$ cat src/logic/ccr_pkg.sv
// package: offsets, fields, resets and carrier types of the core register block
package ccr_pkg;
  // ----------------------------------------------------------------------
  // register offsets in the special-function space
  // ----------------------------------------------------------------------
  localparam logic [7:0] CCR_OFF_SPL    = 8'h81;
  localparam logic [7:0] CCR_OFF_WAIT   = 8'h92;
  localparam logic [7:0] CCR_OFF_SPH    = 8'h9B;
  localparam logic [7:0] CCR_OFF_AMODE  = 8'h9D;
  localparam logic [7:0] CCR_OFF_STATUS = 8'hC5;
  localparam logic [7:0] CCR_OFF_RELOC  = 8'hC6;
  localparam logic [7:0] CCR_OFF_GUARD  = 8'hC7;
  localparam logic [7:0] CCR_OFF_FLAGS  = 8'hD0;
  localparam logic [7:0] CCR_OFF_MAIN   = 8'hE0;
  localparam logic [7:0] CCR_OFF_AUX    = 8'hF0;

  // ----------------------------------------------------------------------
  // reset values
  // ----------------------------------------------------------------------
  localparam logic [7:0] CCR_RST_ZERO   = 8'h00;
  localparam logic [7:0] CCR_RST_WAIT   = 8'h07;

  // ----------------------------------------------------------------------
  // field positions
  // ----------------------------------------------------------------------
  localparam int unsigned CCR_FL_CARRY   = 7;
  localparam int unsigned CCR_FL_HALF    = 6;
  localparam int unsigned CCR_FL_USER0   = 5;
  localparam int unsigned CCR_FL_BANK_HI = 4;
  localparam int unsigned CCR_FL_BANK_LO = 3;
  localparam int unsigned CCR_FL_SIGNED  = 2;
  localparam int unsigned CCR_FL_SPARE   = 1;
  localparam int unsigned CCR_FL_PARITY  = 0;
  localparam int unsigned CCR_ST_HIGH    = 6;
  localparam int unsigned CCR_ST_LOW     = 5;
  localparam int unsigned CCR_AM_UPPER   = 1;
  localparam int unsigned CCR_AM_STACK   = 2;
  localparam logic [7:0]  CCR_AM_WMASK   = 8'h03;

  // ----------------------------------------------------------------------
  // timed write guard
  // ----------------------------------------------------------------------
  localparam logic [7:0] CCR_GUARD_KEY1 = 8'hAA;
  localparam logic [7:0] CCR_GUARD_KEY2 = 8'h55;
  localparam logic [2:0] CCR_GUARD_WIN  = 3'h4;

  // ----------------------------------------------------------------------
  // carrier types and states
  // ----------------------------------------------------------------------
  typedef struct packed {
    logic       wr;
    logic       rd;
    logic [7:0] addr;
    logic [7:0] wdata;
  } ccr_bus_req_t;

  typedef struct packed {
    logic       wr;
    logic [7:0] addr;
    logic [2:0] sel;
    logic       val;
  } ccr_bit_req_t;

  typedef struct packed {
    logic        wr;
    logic        rd;
    logic [15:0] addr;
    logic [7:0]  wdata;
  } ccr_stk_req_t;

  typedef enum logic [0:0] {
    CCR_FS_IDLE = 1'b0,
    CCR_FS_WAIT = 1'b1
  } ccr_fetch_st_t;

  typedef enum logic [1:0] {
    CCR_GS_LOCK = 2'b00,
    CCR_GS_KEY1 = 2'b01,
    CCR_GS_OPEN = 2'b10
  } ccr_guard_st_t;
endpackage : ccr_pkg

$ cat src/logic/ccr_core_regs.sv
// core special-function registers, stack addressing and fetch wait-state control
//
// Summary of operation
// - 8-bit main operand at E0, bit-addressable
// - 8-bit aux operand at F0, bit-addressable
// - flags word fields carry down to parity
// - push writes operand at pointer plus one
// - pop loads operand from current pointer
// - flat mode: high byte joins pointer
// - high-level bit follows high interrupt service
// - low-level bit follows low interrupt service
// - progress status read-only, resets to zero
// - four serial activity bits are reserved
// - fetch takes wait field plus one
// - wait setting resets to seven, upper unused
// - relocation holds data base, 2KB steps
// - relocation writes need timed guard sequence
// - large mode keeps 16-bit program addresses
// - flat mode: 20-bit program, wide stack
// - data space stays 16 bits always
// - mode field 00 large, 1x flat
//
// The address-and-strobe port is this design's own decision.
`timescale 1ns/1ps
module ccr_core_regs
  import ccr_pkg::*;
#(
  parameter int unsigned WAIT_W = 4
) (
  // clock and reset
  input  wire logic         mclk_i,
  input  wire logic         nrst_i,
  // register port
  input  wire ccr_bus_req_t bus_i,
  output logic [7:0]        rdata_o,
  // core bit and alu update port
  input  wire ccr_bit_req_t bit_i,
  input  wire logic         alu_main_wr_i,
  input  wire logic [7:0]   alu_main_i,
  input  wire logic         alu_flags_wr_i,
  input  wire logic [7:0]   alu_flags_i,
  // stack operations
  input  wire logic         push_i,
  input  wire logic         pop_i,
  input  wire logic [7:0]   stk_rdata_i,
  output ccr_stk_req_t      stk_o,
  // interrupt service state
  input  wire logic         hp_active_i,
  input  wire logic         lp_active_i,
  // program fetch
  input  wire logic         fetch_req_i,
  input  wire logic [19:0]  pc_i,
  output logic [19:0]       prog_addr_o,
  output logic              fetch_rd_o,
  output logic              stall_o,
  output logic              fetch_done_o,
  // register contents towards the core
  output logic [7:0]        main_o,
  output logic [7:0]        aux_o,
  output logic [7:0]        flags_o,
  output logic              flat_mode_o,
  output logic [7:0]        xdata_base_o
);
  // ----------------------------------------------------------------------
  // parameter check
  // ----------------------------------------------------------------------
  if (WAIT_W < 1 || WAIT_W > 8) begin : g_bad_width
    $error("wait field width must lie between 1 and 8");
  end

  // bit-replace helper shared by the three bit-addressable registers
  function automatic logic [7:0] bit_upd(input logic [7:0] cur, input logic [2:0] sel,
                                         input logic v);
    logic [7:0] r;
    r      = cur;
    r[sel] = v;
    return r;
  endfunction : bit_upd

  // ----------------------------------------------------------------------
  // storage
  // ----------------------------------------------------------------------
  logic [7:0]        main_ff, aux_ff, flags_ff, spl_ff, sph_ff, wait_ff;
  logic [7:0]        reloc_ff, amode_ff, status_ff, rdata_ff;
  ccr_stk_req_t      stk_ff;
  logic              pop_pend_ff, pop_load_ff;
  ccr_fetch_st_t     fst_ff;
  logic [WAIT_W-1:0] wcnt_ff;
  logic              stall_ff, done_ff, frd_ff;
  logic [19:0]       paddr_ff;
  ccr_guard_st_t     gst_ff;
  logic [2:0]        gwin_ff;

  // ----------------------------------------------------------------------
  // address decode
  // ----------------------------------------------------------------------
  wire wr_main   = bus_i.wr && bus_i.addr == CCR_OFF_MAIN;
  wire wr_aux    = bus_i.wr && bus_i.addr == CCR_OFF_AUX;
  wire wr_flags  = bus_i.wr && bus_i.addr == CCR_OFF_FLAGS;
  wire wr_spl    = bus_i.wr && bus_i.addr == CCR_OFF_SPL;
  wire wr_sph    = bus_i.wr && bus_i.addr == CCR_OFF_SPH;
  wire wr_wait   = bus_i.wr && bus_i.addr == CCR_OFF_WAIT;
  wire wr_amode  = bus_i.wr && bus_i.addr == CCR_OFF_AMODE;
  wire wr_reloc  = bus_i.wr && bus_i.addr == CCR_OFF_RELOC;
  wire wr_guard  = bus_i.wr && bus_i.addr == CCR_OFF_GUARD;
  wire bit_main  = bit_i.wr && bit_i.addr == CCR_OFF_MAIN;
  wire bit_aux   = bit_i.wr && bit_i.addr == CCR_OFF_AUX;
  wire bit_flags = bit_i.wr && bit_i.addr == CCR_OFF_FLAGS;

  // ----------------------------------------------------------------------
  // addressing mode
  // ----------------------------------------------------------------------
  // mode field decode
  wire flat = amode_ff[CCR_AM_UPPER];

  // ----------------------------------------------------------------------
  // stack pointer arithmetic
  // ----------------------------------------------------------------------
  wire  [15:0] sp_full = {sph_ff, spl_ff};
  wire  [15:0] sp_inc  = flat ? sp_full + 16'h0001 : {sph_ff, spl_ff + 8'h01};
  wire  [15:0] sp_dec  = flat ? sp_full - 16'h0001 : {sph_ff, spl_ff - 8'h01};
  wire  [15:0] stk_base = flat ? sp_full : {8'h00, spl_ff};
  wire  [15:0] push_addr = flat ? sp_inc : {8'h00, sp_inc[7:0]};
  wire         do_push   = push_i && !pop_i;
  wire         do_pop    = pop_i && !push_i;

  // ----------------------------------------------------------------------
  // main operand and auxiliary operand next values
  // ----------------------------------------------------------------------
  logic [7:0] nxt_main, nxt_aux, nxt_flags;

  // main operand writers; pop data lands last and wins
  assign nxt_main = pop_load_ff   ? stk_rdata_i :
                    wr_main       ? bus_i.wdata :
                    alu_main_wr_i ? alu_main_i  :
                    bit_main      ? bit_upd(main_ff, bit_i.sel, bit_i.val) : main_ff;
  assign nxt_aux  = wr_aux  ? bus_i.wdata :
                    bit_aux ? bit_upd(aux_ff, bit_i.sel, bit_i.val) : aux_ff;

  // ----------------------------------------------------------------------
  // flags word: parity is always recomputed from the next main operand
  // ----------------------------------------------------------------------
  logic [7:0] flags_raw;
  assign flags_raw = wr_flags       ? bus_i.wdata :
                     alu_flags_wr_i ? alu_flags_i :
                     bit_flags      ? bit_upd(flags_ff, bit_i.sel, bit_i.val) : flags_ff;
  assign nxt_flags = {flags_raw[CCR_FL_CARRY:CCR_FL_SPARE], ^nxt_main};

  // ----------------------------------------------------------------------
  // timed write guard for the relocation register
  // ----------------------------------------------------------------------
  ccr_guard_st_t nxt_gst;
  logic [2:0]    nxt_gwin;
  wire           reloc_ok = wr_reloc && gst_ff == CCR_GS_OPEN;

  always_comb begin
    nxt_gst  = gst_ff;
    nxt_gwin = gwin_ff;
    case (gst_ff)
      CCR_GS_LOCK: begin
        if (wr_guard && bus_i.wdata == CCR_GUARD_KEY1) begin
          nxt_gst = CCR_GS_KEY1;
        end
      end
      CCR_GS_KEY1: begin
        // any bus write other than the second key drops the sequence
        if (bus_i.wr) begin
          nxt_gst  = (wr_guard && bus_i.wdata == CCR_GUARD_KEY2) ? CCR_GS_OPEN : CCR_GS_LOCK;
          nxt_gwin = CCR_GUARD_WIN;
        end
      end
      CCR_GS_OPEN: begin
        nxt_gwin = gwin_ff - 3'h1;
        if (reloc_ok || gwin_ff == 3'h1) begin
          nxt_gst = CCR_GS_LOCK;
        end
      end
      default: nxt_gst = CCR_GS_LOCK;
    endcase
  end

  // ----------------------------------------------------------------------
  // fetch wait-state sequencer
  // ----------------------------------------------------------------------
  ccr_fetch_st_t     nxt_fst;
  logic [WAIT_W-1:0] nxt_wcnt;
  logic              nxt_done;

  always_comb begin
    nxt_fst  = fst_ff;
    nxt_wcnt = wcnt_ff;
    nxt_done = 1'b0;
    case (fst_ff)
      CCR_FS_IDLE: begin
        if (fetch_req_i) begin
          nxt_fst  = CCR_FS_WAIT;
          nxt_wcnt = wait_ff[WAIT_W-1:0];
        end
      end
      CCR_FS_WAIT: begin
        if (wcnt_ff == '0) begin
          nxt_fst  = CCR_FS_IDLE;
          nxt_done = 1'b1;
        end else begin
          nxt_wcnt = wcnt_ff - 1'b1;
        end
      end
      default: nxt_fst = CCR_FS_IDLE;
    endcase
  end

  // large keeps 16 bits, flat widens to 20
  wire [19:0] nxt_paddr = flat ? pc_i : {4'h0, pc_i[15:0]};

  // ----------------------------------------------------------------------
  // read mux
  // ----------------------------------------------------------------------
  logic [7:0] rd_mux;
  always_comb begin
    case (bus_i.addr)
      CCR_OFF_MAIN:   rd_mux = main_ff;
      CCR_OFF_AUX:    rd_mux = aux_ff;
      CCR_OFF_FLAGS:  rd_mux = flags_ff;
      CCR_OFF_SPL:    rd_mux = spl_ff;
      CCR_OFF_SPH:    rd_mux = sph_ff;
      CCR_OFF_WAIT:   rd_mux = wait_ff;
      CCR_OFF_AMODE:  rd_mux = amode_ff;
      CCR_OFF_STATUS: rd_mux = status_ff;
      CCR_OFF_RELOC:  rd_mux = reloc_ff;
      default:        rd_mux = CCR_RST_ZERO;  // unmapped and guard key read zero
    endcase
  end

  // ----------------------------------------------------------------------
  // operand registers
  // ----------------------------------------------------------------------
  always_ff @(posedge mclk_i) begin
    if (!nrst_i) begin
      main_ff  <= CCR_RST_ZERO;
      aux_ff   <= CCR_RST_ZERO;
      flags_ff <= CCR_RST_ZERO;
    end else begin
      main_ff  <= nxt_main;
      aux_ff   <= nxt_aux;
      flags_ff <= nxt_flags;
    end
  end

  // ----------------------------------------------------------------------
  // stack pointer; a software write in the same cycle beats push or pop
  // ----------------------------------------------------------------------
  always_ff @(posedge mclk_i) begin
    if (!nrst_i) begin
      spl_ff <= CCR_RST_ZERO;
      sph_ff <= CCR_RST_ZERO;
    end else begin
      spl_ff <= wr_spl ? bus_i.wdata : do_push ? sp_inc[7:0] : do_pop ? sp_dec[7:0] : spl_ff;
      sph_ff <= wr_sph ? bus_i.wdata : do_push ? sp_inc[15:8] : do_pop ? sp_dec[15:8] : sph_ff;
    end
  end

  // ----------------------------------------------------------------------
  // stack memory request; pop data returns one cycle after the read
  // ----------------------------------------------------------------------
  always_ff @(posedge mclk_i) begin
    if (!nrst_i) begin
      stk_ff      <= '0;
      pop_pend_ff <= 1'b0;
      pop_load_ff <= 1'b0;
    end else begin
      stk_ff.wr    <= do_push;
      stk_ff.rd    <= do_pop;
      stk_ff.addr  <= do_push ? push_addr : stk_base;
      stk_ff.wdata <= main_ff;
      pop_pend_ff  <= do_pop;
      pop_load_ff  <= pop_pend_ff;
    end
  end

  // ----------------------------------------------------------------------
  // configuration and status registers
  // ----------------------------------------------------------------------
  always_ff @(posedge mclk_i) begin
    if (!nrst_i) begin
      wait_ff   <= CCR_RST_WAIT;
      amode_ff  <= CCR_RST_ZERO;
      reloc_ff  <= CCR_RST_ZERO;
      status_ff <= CCR_RST_ZERO;
      gst_ff    <= CCR_GS_LOCK;
      gwin_ff   <= 3'h0;
    end else begin
      if (wr_wait) wait_ff <= {4'h0, bus_i.wdata[3:0]};
      // stack-mode indicator mirrors the mode field and is not writable
      if (wr_amode) amode_ff <= (bus_i.wdata & CCR_AM_WMASK) |
                                ({7'h00, bus_i.wdata[CCR_AM_UPPER]} << CCR_AM_STACK);
      // relocation base, only inside guard window
      if (reloc_ok) reloc_ff <= bus_i.wdata;
      // service state only, serial bits zero
      status_ff <= ({7'h00, hp_active_i} << CCR_ST_HIGH) | ({7'h00, lp_active_i} << CCR_ST_LOW);
      gst_ff    <= nxt_gst;
      gwin_ff   <= nxt_gwin;
    end
  end

  // ----------------------------------------------------------------------
  // fetch control and read data
  // ----------------------------------------------------------------------
  always_ff @(posedge mclk_i) begin
    if (!nrst_i) begin
      fst_ff   <= CCR_FS_IDLE;
      wcnt_ff  <= '0;
      done_ff  <= 1'b0;
      stall_ff <= 1'b0;
      frd_ff   <= 1'b0;
      paddr_ff <= 20'h00000;
      rdata_ff <= CCR_RST_ZERO;
    end else begin
      fst_ff   <= nxt_fst;
      wcnt_ff  <= nxt_wcnt;
      done_ff  <= nxt_done;
      stall_ff <= nxt_fst == CCR_FS_WAIT;
      frd_ff   <= nxt_fst == CCR_FS_WAIT;
      if (fst_ff == CCR_FS_IDLE && fetch_req_i) paddr_ff <= nxt_paddr;
      rdata_ff <= bus_i.rd ? rd_mux : CCR_RST_ZERO;
    end
  end

  // ----------------------------------------------------------------------
  // outputs
  // ----------------------------------------------------------------------
  assign rdata_o      = rdata_ff;
  assign stk_o        = stk_ff;
  assign prog_addr_o  = paddr_ff;
  assign fetch_rd_o   = frd_ff;
  assign stall_o      = stall_ff;
  assign fetch_done_o = done_ff;
  assign main_o       = main_ff;
  assign aux_o        = aux_ff;
  assign flags_o      = flags_ff;
  assign flat_mode_o  = amode_ff[CCR_AM_STACK];
  assign xdata_base_o = reloc_ff;
endmodule : ccr_core_regs

$ cat config.mk
export PLATFORM = sky130hd
export DESIGN_NAME = ccr_core_regs
export DESIGN_NICKNAME = d
export VERILOG_FILES = /design/src/logic/ccr_pkg.sv /design/src/logic/ccr_core_regs.sv
export SDC_FILE = /design/constraint.sdc
export NUM_CORES = 1
export LEC_CHECK = 0
export BUFFER_PORTS_ARGS = -buffer_cell sky130_fd_sc_hd__buf_2
export CAP_MARGIN = 20
export CORE_MARGIN = 2
export CORE_UTILIZATION = 45
export CTS_BUF_LIST = sky130_fd_sc_hd__clkbuf_4 sky130_fd_sc_hd__clkbuf_8
export CTS_CLUSTER_SIZE = 20
export DETAILED_ROUTE_END_ITERATION = 10
export PLACE_DENSITY = 0.7
export SETUP_SLACK_MARGIN = 0.5
export SLEW_MARGIN = 20
export SYNTH_ARGS = -nofsm -noshare
export SYNTH_HDL_FRONTEND = slang
export SYNTH_SLANG_ARGS = --single-unit
$ cat constraint.sdc
create_clock -name mclk_i -period 5.5 [get_ports mclk_i]
set_input_delay 0.275 -clock mclk_i [delete_from_list [all_inputs] [get_ports mclk_i]]
set_output_delay 0.275 -clock mclk_i [all_outputs]
set_load 0.05 [all_outputs]
Word-level counts from Yosys, hierarchy flattened
Cells that the tools add are included.
W data, S select, Z words.
{"block": "totals", "reg_bits": 134, "inputBits": 84, "output_inout_bits": 90}
{"block": "op_classes", "magnitude_cmp": 2, "addsub": 6, "reduce_logical": 37, "eq_ne": 23, "muxes": 41, "bitwise_logic": 3}
{"operator": "$mux W8", "n": 15}
{"operator": "$eq A8 B8 Y1 const B", "n": 14}
{"operator": "$mux W16", "n": 5}
{"operator": "$pmux W8 S9", "n": 1}
{"operator": "$bwmux W8", "n": 3}
{"operator": "$mux W20", "n": 1}
{"operator": "$logic_and A1 B1 Y1", "n": 19}
{"operator": "$add A16 B1 Y16 const B", "n": 1}
{"operator": "$sub A16 B1 Y16 const B", "n": 1}
{"operator": "$reduce_bool A3 Y1", "n": 4}
{"operator": "$reduce_and A2 Y1", "n": 5}
{"operator": "$add A8 B1 Y8 const B", "n": 1}
{"operator": "$eq A8 B7 Y1 const B", "n": 1}
{"operator": "$mux W2", "n": 4}
{"operator": "$mux W4", "n": 2}
{"operator": "$ne A2 B2 Y1 const B", "n": 4}
{"operator": "$pmux W4 S2", "n": 1}
{"operator": "$reduce_xor A8 Y1", "n": 1}
{"operator": "$sub A8 B1 Y8 const B", "n": 1}
{"operator": "$or A7 B6 Y7", "n": 1}
{"operator": "$pmux W2 S3", "n": 1}
{"operator": "$pmux W3 S2", "n": 1}
{"operator": "$logic_not A4 Y1", "n": 1}
{"operator": "$lt A3 B4 Y1 const B", "n": 1}
{"operator": "18 further kinds", "n": 23}

Depth between registers and ports, before layout
Gate-level depths: netlist of the first run.
{"block": "depth", "word_depth": 10, "mapped_depth": 9, "mapped_depth_nobuf": 9}

Worst setup path after synthesis of the first run
No wires, ideal clock.
{"block": "synth_path", "path_kind": "input port to flip-flop", "startpoint": "input bus_i[8] (netlist bit)", "endpoint": "register flags_ff[0] (netlist: flags_o[0])", "slack_ps": 3372, "required_time_ps": 5372, "cell_stages": 9, "setup_time_ps": 128, "arrival_ps": 2001, "cell_sequence": "clkbuf_1 > and4bb_1 > nand3_1 > nor3b_4 > a221oi_1 > xnor2_1 > xnor2_1 > xnor2_1 > nor2_1"}
{"block": "synth_between", "elab_chain_len": 5}
{"item": "start: declaration", "line": "ccr_core_regs.sv:34", "rtl": "input wire ccr_bus_req_t bus_i,"}
{"item": "$eq A8 B8 Y1", "line": "ccr_core_regs.sv:97", "rtl": "wire wr_main = bus_i.wr && bus_i.addr == CCR_OFF_MAIN;"}
{"item": "$logic_and A1 B1 Y1", "line": "ccr_core_regs.sv:97"}
{"item": "$mux W8", "line": "ccr_core_regs.sv:134", "rtl": "wr_main ? bus_i.wdata :"}
{"item": "$mux W8", "line": "ccr_core_regs.sv:133", "rtl": "assign nxt_main = pop_load_ff ? stk_rdata_i :"}
{"item": "$reduce_xor A8 Y1", "line": "ccr_core_regs.sv:147", "rtl": "assign nxt_flags = {flags_raw[CCR_FL_CARRY:CCR_FL_SPARE], ^nxt_main};"}
{"item": "end signal: assignment", "line": "ccr_core_regs.sv:245", "rtl": "flags_ff <= nxt_flags;"}
{"item": "end: declaration", "line": "ccr_core_regs.sv:83", "rtl": "logic [7:0] main_ff, aux_ff, flags_ff, spl_ff, sph_ff, wait_ff;"}
No other way between the ends.
A chain may end at the register's enable or synchronous reset.

Worst setup path after layout of the first run
{"block": "layout_path", "startpoint": "register spl_ff[2]", "endpoint": "register sph_ff[7]"}
{"block": "layout_between", "elab_chain_len": 5}
{"item": "start: declaration", "line": "ccr_core_regs.sv:83"}
{"item": "start signal: assignment", "line": "ccr_core_regs.sv:257", "rtl": "spl_ff <= wr_spl ? bus_i.wdata : do_push ? sp_inc[7:0] : do_pop ? sp_dec[7:0] : spl_ff;"}
{"item": "$sub A16 B1 Y16", "line": "ccr_core_regs.sv:121", "rtl": "wire [15:0] sp_dec = flat ? sp_full - 16'h0001 : {sph_ff, spl_ff - 8'h01};"}
{"item": "$mux W16", "line": "ccr_core_regs.sv:121"}
{"item": "$mux W8", "line": "ccr_core_regs.sv:258", "rtl": "sph_ff <= wr_sph ? bus_i.wdata : do_push ? sp_inc[15:8] : do_pop ? sp_dec[15:8] : sph_ff;"}
{"item": "$mux W8 (*) (2 in a row)", "line": "ccr_core_regs.sv:258"}
{"item": "end signal: assignment", "line": "ccr_core_regs.sv:258"}
{"item": "end: declaration", "line": "ccr_core_regs.sv:83"}
Mark *: on every way between the ends. The rest lies on a longest branch, timed or not. The select of a mux whose other input is x is not followed.

==> impl_summary.md, run 1 <==
GRT
The number of antenna violations at the first check in global routing is 0. Entering global routing, the biggest net connects 51 pins. The global routing usage summed across all routing layers is 25.9%. The first-pass GRT wire length is 29.5 mm. The via count of the first global-routing pass was 5632.

The remaining global-route overflow is 0.

Timing
Dividing the final minimum period by the clock period gives 49.6%. The final total negative setup slack is 0 ns. The number of setup violations in the final report is 0. The transition at the pin with the smallest max-transition slack is 0.846 ns. The shortest period the worst path allows is 2.73 ns. The number of hold violations in the final report came to 0.

The worst clock skew is 0.0136 ns. Setup repair after global routing left no endpoint under its margin. The max-slew violation total from the final report is 0. In this run the tightest slew margin relative to its limit is 43.1%. Derived from the worst setup path, the maximum achievable clock frequency is 367 MHz.

Clocking
The clock tree synthesis step divided the H-tree into 4 levels. TritonCTS built the clock tree. Buffers inserted during clock tree synthesis total 17.

The library cell used as clock root buffer is clkbuf_8. The count of instances resized after the clock tree is built is 0. At the later pin of the worst-skew pair, clock insertion delay measures 0.45 ns. The TritonCTS sink count is 122.

The CTS clock-pin slew for the worst setup and hold paths is 0.07 ns. The number of hold-repair buffers added at the cts stage is 0. The post-CTS repair timing setup buffer count is 0. The worst-case clock buffer depth is 2.

Drt
The detail route stage leaves a number of antenna-violating nets equal to 0. In this run the top signal layer used is met4. The number of vias per cell after detailed routing is 5.67. In the routed design, unresolved DRC markers number 0. In the detailed route, the total length drawn on met3 is 1.76 mm.

Dividing the detail-routed wire length by the instance count gives 17.0 um. The routed length on met2 is 8.30 mm. In the final routing, the length of wire on met1 measures 8.34 mm. In this run, the number of DRC markers left after iteration 0 of detailed routing was 600. The total wirelength of the detailed-routed design is 18.8 mm. The total via count after detailed routing is 6280. The first-pass iteration count of the detailed router is 5.

Finish
The library cells used most frequently in the layout, excluding fill and tap cells, are 172 x buf_2, 123 x nand2_1, 122 x dfxtp_1, 92 x nor2_1, 74 x a21oi_1. The combined area of the multi-input logic cells is 0.00347 sq mm. The area overhead of the layout relative to synthesis is 21.7%.

The commonest non-fill, non-tap cell in the layout is buf_2. The filler cells instantiated in the layout total 1312. 0 antenna diodes ended up in the layout.

Cells with a size suffix above 1 make up 23.9% of the layout. The area of all sequential standard cells is 0.00244 sq mm. The count of nets after finishing is 1008.

Synth
The post-synthesis average cell area is 7.94 sq um. The synthesis warning total is 0. The proportion of netlist area held by the largest area contributor is 39.4%. The synthesized netlist occupies a cell area of 0.00620 sq mm.

Among all flip-flop cells after synthesis, the most frequent one is dfxtp_1. The proportion of register bits with asynchronous set or reset after synthesis is 0%. Synthesis inferred 122 register bits. The number of distinct library cell variants in the gate-level netlist after synthesis is 57. The total nets after synthesis is 870. The post-synthesis sequential area ratio is 39.4%.

The synthesized instance count is 781. In this run, synthesis inferred 0 flip-flops with an integrated enable. The synthesized design spends more area on one cell type than any other, namely dfxtp_1. In the post-synthesis netlist, the biggest area contributors are dfxtp_1 39%, nand2_1 7.4%, a21oi_1 6.0%.

Floorplan
For this configuration, the core starts out at a cell density of 46.5%. Row generation in the floorplan step produced 42 rows. The core region is 0.0133 sq mm. The die covers 0.0147 sq mm. In this run the horizontal extent of the chip is 121 um.

Measured along the y axis, the die boundary spans 121 um. For this design the top-level I/O count stands at 174.

Setup path
The endpoint identified for the worst register-to-register timing path is sph_ff[7]. For the worst flop-to-flop path, the logic depth is 8. The flop-to-flop setup slack is 2.77 ns. In this run the critical register-to-register path is launched from spl_ff[2].

The critical path required time is 5.82 ns. The worst setup path is of the reg2reg kind. Data on the critical path arrives at its endpoint at 3.05 ns. STA classifies the critical path startpoint as a register. The worst setup path is captured at a register. The largest fanout on the critical path is 12.

Placed design
The port buffer count is 172. Once detailed placement completed, the half-perimeter wirelength came to 13.7 mm. Routability-driven placement finished with a final weighted congestion of 0.943.

Power and ir drop
The analysis attributes to cell leakage a power of 3.11 nW. The cell area power density is 303 mW/mm^2. The design draws 2.29 mW.

VDD sags by at most 0.000274 V.

Worst hold path
The class of the most critical hold timing path is in2reg. The hold-critical path depth is 2. The startpoint of the tightest hold check path is lp_active_i. The path with the worst hold slack has its endpoint at status_ff[5].

Outcome
The flow ran to the end, and the final reports show no timing, DRC or antenna violations.

Job
The tool flagged a number of max-cap violations equal to 0.
-- worst max-delay path: stages (launching register included) --
cell	delay, ns
dfxtp_1	0.61
nand4_1	0.26
nor4_1	0.70
and2_1	0.31
nand3_1	0.16
nor2_1	0.25
o21ai_1	0.10
o311ai_1	0.10
a31oi_1	0.11
-- report_power, final --
part	switching (mW)	leakage [nW]	total, mW	internal, mW
Clock	0.363	0.236	0.929	0.566
Combinational	0.257	1.88	0.385	0.128
Sequential	0.0485	0.995	0.971	0.923
-- state kept, by name, summed over array words and instances (netlist names), 8 cells and up --
register / count
flags_o: 8
prog_addr_o: 20
rdata_o: 8
sph_ff: 8
stk_o: 25
main_o: 8
aux_o: 8
xdata_base_o: 8
spl_ff: 8
-- kinds of logic after synthesis --
group	count (synthesis)	synth area share (%)
AO/OA/AOI/OAI	173	19.1
XOR/XNOR	34	4.80
adder cells (fa/ha/maj)	5	1.01
buffers and inverters	75	4.78
flip-flops	122	39.4
multiplexers	26	4.20
AND/OR/NAND/NOR	346	26.7
-- worst max path at each step --
stage / start / endpoint / slack, ns / depth (start not counted)
3_3_place_gp: bus_i[12] / xdata_base_o[2] / 2.82 / 8
2_1_floorplan: bus_i[8] / flags_o[0] / 3.37 / 9
4_1_cts: spl_ff[2] / sph_ff[7] / 2.80 / 8
5_1_grt: spl_ff[2] / sph_ff[7] / 2.46 / 8
6_report: spl_ff[2] / sph_ff[7] / 2.77 / 8
3_5_place_dp: spl_ff[2] / sph_ff[7] / 2.84 / 8
-- Yosys cell counts (5+ instances only) --
master and number:
nand2_1 123, dfxtp_1 122, ha_1 5, clkbuf_1 47
and3_1 7, nand3b_1 8, inv_1 17, a221oi_1 9
nor3_1 14, a222oi_1 5, a21oi_1 74, o21ai_1 11
xor2_1 14, o21ai_0 18, a211oi_1 11, a311oi_1 7
nor2b_1 8, nor2_1 92, o41ai_2 6, nand3_1 38
and2_1 18, xnor2_1 20, nand2b_1 5, mux2i_1 26
buf_2 6, o311ai_1 5
-- routing by layer --
metal / global-route usage (%) / vias up
li1: - / 3029
met1: 36.2 / 2916
met2: 38.3 / 301
met3: 7.00 / 34
met4: 9.48 / 0
met5: 0 / -
-- cell type report --
type	instances	area share (%)
flip-flops and latches	122	32.3
multi-input cells	584	45.9
inverters	19	0.944
clock inverters	12	2.58
clock buffers	20	3.56
well taps	176	2.92
repair buffers	175	11.7
-- metrics by stage --
stage | instances | instance area [sq um] | setup WS (ns) | utilization, % | hold WS (ns)
floorplan | 781 | 6200 | 3.37 | - | 0.352
global placement | 1076 | 7080 | 2.82 | 53.1 | 0.434
detailed placement | 1076 | 7080 | 2.84 | 53.1 | 0.443
CTS | 1108 | 7550 | 2.80 | 56.5 | 0.00610
global route | 1108 | 7550 | 2.46 | 56.6 | 0.00194
finish | 1108 | 7550 | 2.77 | 56.6 | 0.0248
Power figures use the tool's default switching activity.
==> inputs of run 2 (changes only) <==
--- a/config.mk
+++ b/config.mk
@@ -5,6 +5,7 @@
 export SDC_FILE = /design/constraint.sdc
 export NUM_CORES = 1
 export LEC_CHECK = 0
+export ABC_AREA = 1
 export BUFFER_PORTS_ARGS = -buffer_cell sky130_fd_sc_hd__buf_2
 export CAP_MARGIN = 20
 export CORE_MARGIN = 2
==> constraint.sdc (replaced) <==
create_clock -name mclk_i -period 2.8 [get_ports mclk_i]
set_input_delay 0.14 -clock mclk_i [delete_from_list [all_inputs] [get_ports mclk_i]]
set_output_delay 0.14 -clock mclk_i [all_outputs]
set_load 0.05 [all_outputs]
==> run 2 against run 1 <==
Net effect: clock power is 77% higher; synthesized cell count grew 28%; fmax grew 35%; non-clock buffer count increased by 27; first-iteration DRC count increased by 21%; utilization is 0.52 points higher; sequential share of layout area shrank 3.1 points; synthesized area increased by 9.4%; via count up 18%; routed wire length increased by 20%; critical path depth rose by 2; power is 95% higher.
==> impl_summary.md, run 2 <==
Outcome
Status: finished, final reports clean (unchanged).

Timing
The shortest period the worst path allows is 2.02 ns (was 2.73 ns). Unrepaired setup endpoints after global routing: false (unchanged). The number of hold violations in the final report is 0 (unchanged). The share of the clock period used by the worst path is 72.2% (was 49.6%). The max-slew violation total from the final report is 0 (unchanged). The normalized max-slew margin was 37.5% (was 43.1%). The number of setup violations in the final report is 0 (unchanged). The worst setup margin is 0.778 ns (was 2.77 ns). The final total negative setup slack was 0 ns (unchanged).

The transition at the pin with the smallest max-transition slack came to 0.936 ns (was 0.846 ns). The achievable frequency is 495 MHz (was 367 MHz). The worst clock skew is 0.00995 ns (was 0.0136 ns).

Synth
Main area contributors after synthesis: dfxtp_1 36%, nand2_1 11%, nor2_1 5.9% (was dfxtp_1 39%, nand2_1 7.4%, a21oi_1 6.0%). The total nets after synthesis came to 1085 (was 870). The synthesis warning total is 0 (unchanged). The count of flip-flops with a built-in enable after synthesis is 0 (unchanged). The post-synthesis cell type with the largest combined area is dfxtp_1 (unchanged).

The leading cell type by number of instances after synthesis is nand2_1 (unchanged). The synthesized instance count is 996 (was 781). The synthesized area is 0.00679 sq mm (was 0.00620 sq mm). The number of distinct library cell variants in the gate-level netlist after synthesis is 53 (was 57). The proportion of register bits with asynchronous set or reset after synthesis is 0% (unchanged).

Synth top cells by count: 204 x nand2_1, 122 x dfxtp_1, 107 x nor2_1 (was 123 x nand2_1, 122 x dfxtp_1, 92 x nor2_1). The post-synthesis average cell area is 6.82 sq um (was 7.94 sq um). The post-synthesis sequential element count came to 122 (unchanged). The post-synthesis sequential area ratio is 36.0% (was 39.4%). The leading register cell type out of synthesis is dfxtp_1 (unchanged).

The proportion of netlist area held by the largest area contributor came to 36.0% (was 39.4%).

Finish
Most frequent cells in the layout: 204 x nand2_1, 172 x buf_2, 122 x dfxtp_1, 107 x nor2_1, 104 x inv_1 (was 172 x buf_2, 123 x nand2_1, 122 x dfxtp_1, 92 x nor2_1, 74 x a21oi_1). The flip-flop count of the largest register, all copies and words added is 25 (unchanged). The commonest non-fill, non-tap cell in the layout is nand2_1 (was buf_2).

The fill cell total of the finished layout is 1422 (was 1312). The fraction of layout instances using a drive strength above 1 is 25.0% (was 23.9%). The count of nets after finishing is 1267 (was 1008). The area overhead of the layout relative to synthesis was 23.2% (was 21.7%).

The antenna diode instance count is 0 (unchanged).

GRT
The number of antenna violations at the first check in global routing was 0 (unchanged). The pin count of the biggest net entering global routing is 46 (was 51). The remaining global-route overflow came to 0 (unchanged). The first-pass GRT wire length is 35.1 mm (was 29.5 mm). The via count of the first global-routing pass is 6584 (was 5632). The global routing usage summed across all routing layers was 27.9% (was 25.9%).

Setup path
The flop-to-flop setup slack came to 0.78 ns (was 2.77 ns). The type of the worst setup path is reg2reg (unchanged). The type of origin of the critical path is a register (unchanged).

The arrival time of data at the critical path endpoint was 2.40 ns (was 3.05 ns). The endpoint class of the critical path is a register (unchanged). The largest fanout on the critical path is 6 (was 12).

The critical path required time is 3.18 ns (was 5.82 ns).

Job
The total of max-cap violations came to 0 (unchanged).

Drt
The number of routed nets with antenna violations is 0 (unchanged). The number of vias per cell after detailed routing is 5.41 (was 5.67). The first-pass iteration count of the detailed router is 5 (unchanged). The number of violations reported at the end of detailed-routing iteration 0 is 728 (was 600). The total via count after detailed routing is 7431 (was 6280). The total wirelength of the detailed-routed design is 22.5 mm (was 18.8 mm). The DRC violations left is 0 (unchanged). The average wire per cell in the routed design is 16.4 um (was 17.0 um).

Clocking
The TritonCTS sink count is 122 (unchanged). The count of instances resized after the clock tree is built was 0 (unchanged). The total clock buffers created by CTS was 17 (unchanged).

The clock tree from TritonCTS is done (unchanged). The library cell used as clock root buffer is clkbuf_8 (unchanged). The CTS clock-pin slew for the worst setup and hold paths is 0.07 ns (about the same). The worst-case clock buffer depth is 2 (unchanged). The number of levels in the clock H-tree came to 4 (unchanged). The clock insertion delay at the later pin of the skew report was 0.45 ns (about the same).

Floorplan
The height of the die is 127 um (was 121 um). The site row count was 44 (was 42). The die boundary width is 127 um (was 121 um). The floorplan die area was 0.0161 sq mm (was 0.0147 sq mm). The initial core utilization is 46.4% (was 46.5%). The core area was 0.0146 sq mm (was 0.0133 sq mm). The number of primary I/O pins came to 174 (unchanged).

Power and ir drop
The cell area power density was 534 mW/mm^2 (was 303 mW/mm^2). The maximum vdd ir drop is 0.000369 V (was 0.000274 V). The reported leakage power is 4.00 nW (was 3.11 nW).

Placed design
The worst slack at placement is 0.815 ns (was 2.84 ns). The final RePlAce weighted congestion was 0.979 (was 0.943). The port buffer count is 172 (unchanged). The estimated wirelength of the detail-placed design was 16.3 mm (was 13.7 mm).

Worst hold path
The class of the most critical hold timing path is in2reg (unchanged).
[run 2: cell types whose count changed after synthesis, moves of 14 or more]
cell	change
a31oi_1	+14
and2_1	-18
clkbuf_1	-26
inv_1	+87
inv_2	+28
mux2i_1	-26
nand2_1	+81
nand4_1	+16
nor2_1	+15
o21ai_0	+57
xnor2_1	-18
[run 2: cells by family (layout without fill, tap and decap cells)]
logic type	Yosys count	in the layout	share of synthesized area (%)
simple gates	432	432	29.1
compound gates	250	250	21.8
buf+inv	174	368	10.5
flops	122	122	36.0
xor+xnor	13	13	1.68
fa+ha+maj	5	5	0.922
[run 2: power by group]
group / internal (mW) / leakage [nW] / switching, mW
clock: 0.901 / 0.189 / 0.739
sequential: 1.82 / 0.998 / 0.0877
combinational: 0.278 / 2.81 / 0.639
[run 2: path summary, 6_finish.rpt]
| check | cells past startpoint | end | start |
|---|---|---|---|
| hold / removal | 5 | main_o[4] | stk_rdata_i[4] |
| setup / recovery | 10 | sph_ff[6] | spl_ff[1] |
| hold reg to reg | 2 | stk_o[1] | main_o[1] |
| setup reg to reg | 10 | sph_ff[6] | spl_ff[1] |
[run 2: repair_timing]
item	CTS	global route
hold endpoints to repair	23	0
buffers inserted	0	0
hold buffers	23	0
[run 2: area by class of cell]
class,count,area [sq um],share of cell area (%)
clock inverters,12,150,1.80
clock buffers,19,255,3.05
multi-input cells,700,3630,43.4
well taps,184,230,2.75
repair buffers,202,1140,13.7
flip-flops and latches,122,2440,29.2
inverters,135,507,6.06
[run 2: worst max-delay path: stages, from the launching register on]
cell     delay, ns
dfxtp_1       0.45
ha_1          0.24
nand2_1       0.10
nor2_4        0.15
nand4_2       0.14
nor3_2        0.17
nand3_1       0.15
nor3_2        0.16
xor2_1        0.16
nand2_1       0.10
a31oi_1       0.14
[run 2: per-stage QoR]
stage | instance area (sq um) | hold WS (ns) | utilization, % | std cells | total power [mW]
after floorplan | 6790 | 0.238 | - | 996 | 2.56
after global placement | 7720 | 0.325 | 52.8 | 1320 | 2.81
after detailed placement | 7720 | 0.326 | 52.8 | 1320 | 2.82
after CTS | 8360 | 0.00858 | 57.1 | 1374 | 4.48
after global routing | 8360 | 0.0215 | 57.1 | 1374 | 4.67
final | 8360 | 0.0217 | 57.1 | 1374 | 4.46
[run 2: per-layer routing]
| metal | share of wire, % | wire length [um] | track usage [%] |
|---|---|---|---|
| met5 | 0 | 0 | 0 |
| met2 | 44 | 9910 | 42.5 |
| met3 | 9.7 | 2190 | 6.28 |
| met1 | 43 | 9710 | 38.8 |
| met4 | 3.1 | 698 | 10.0 |
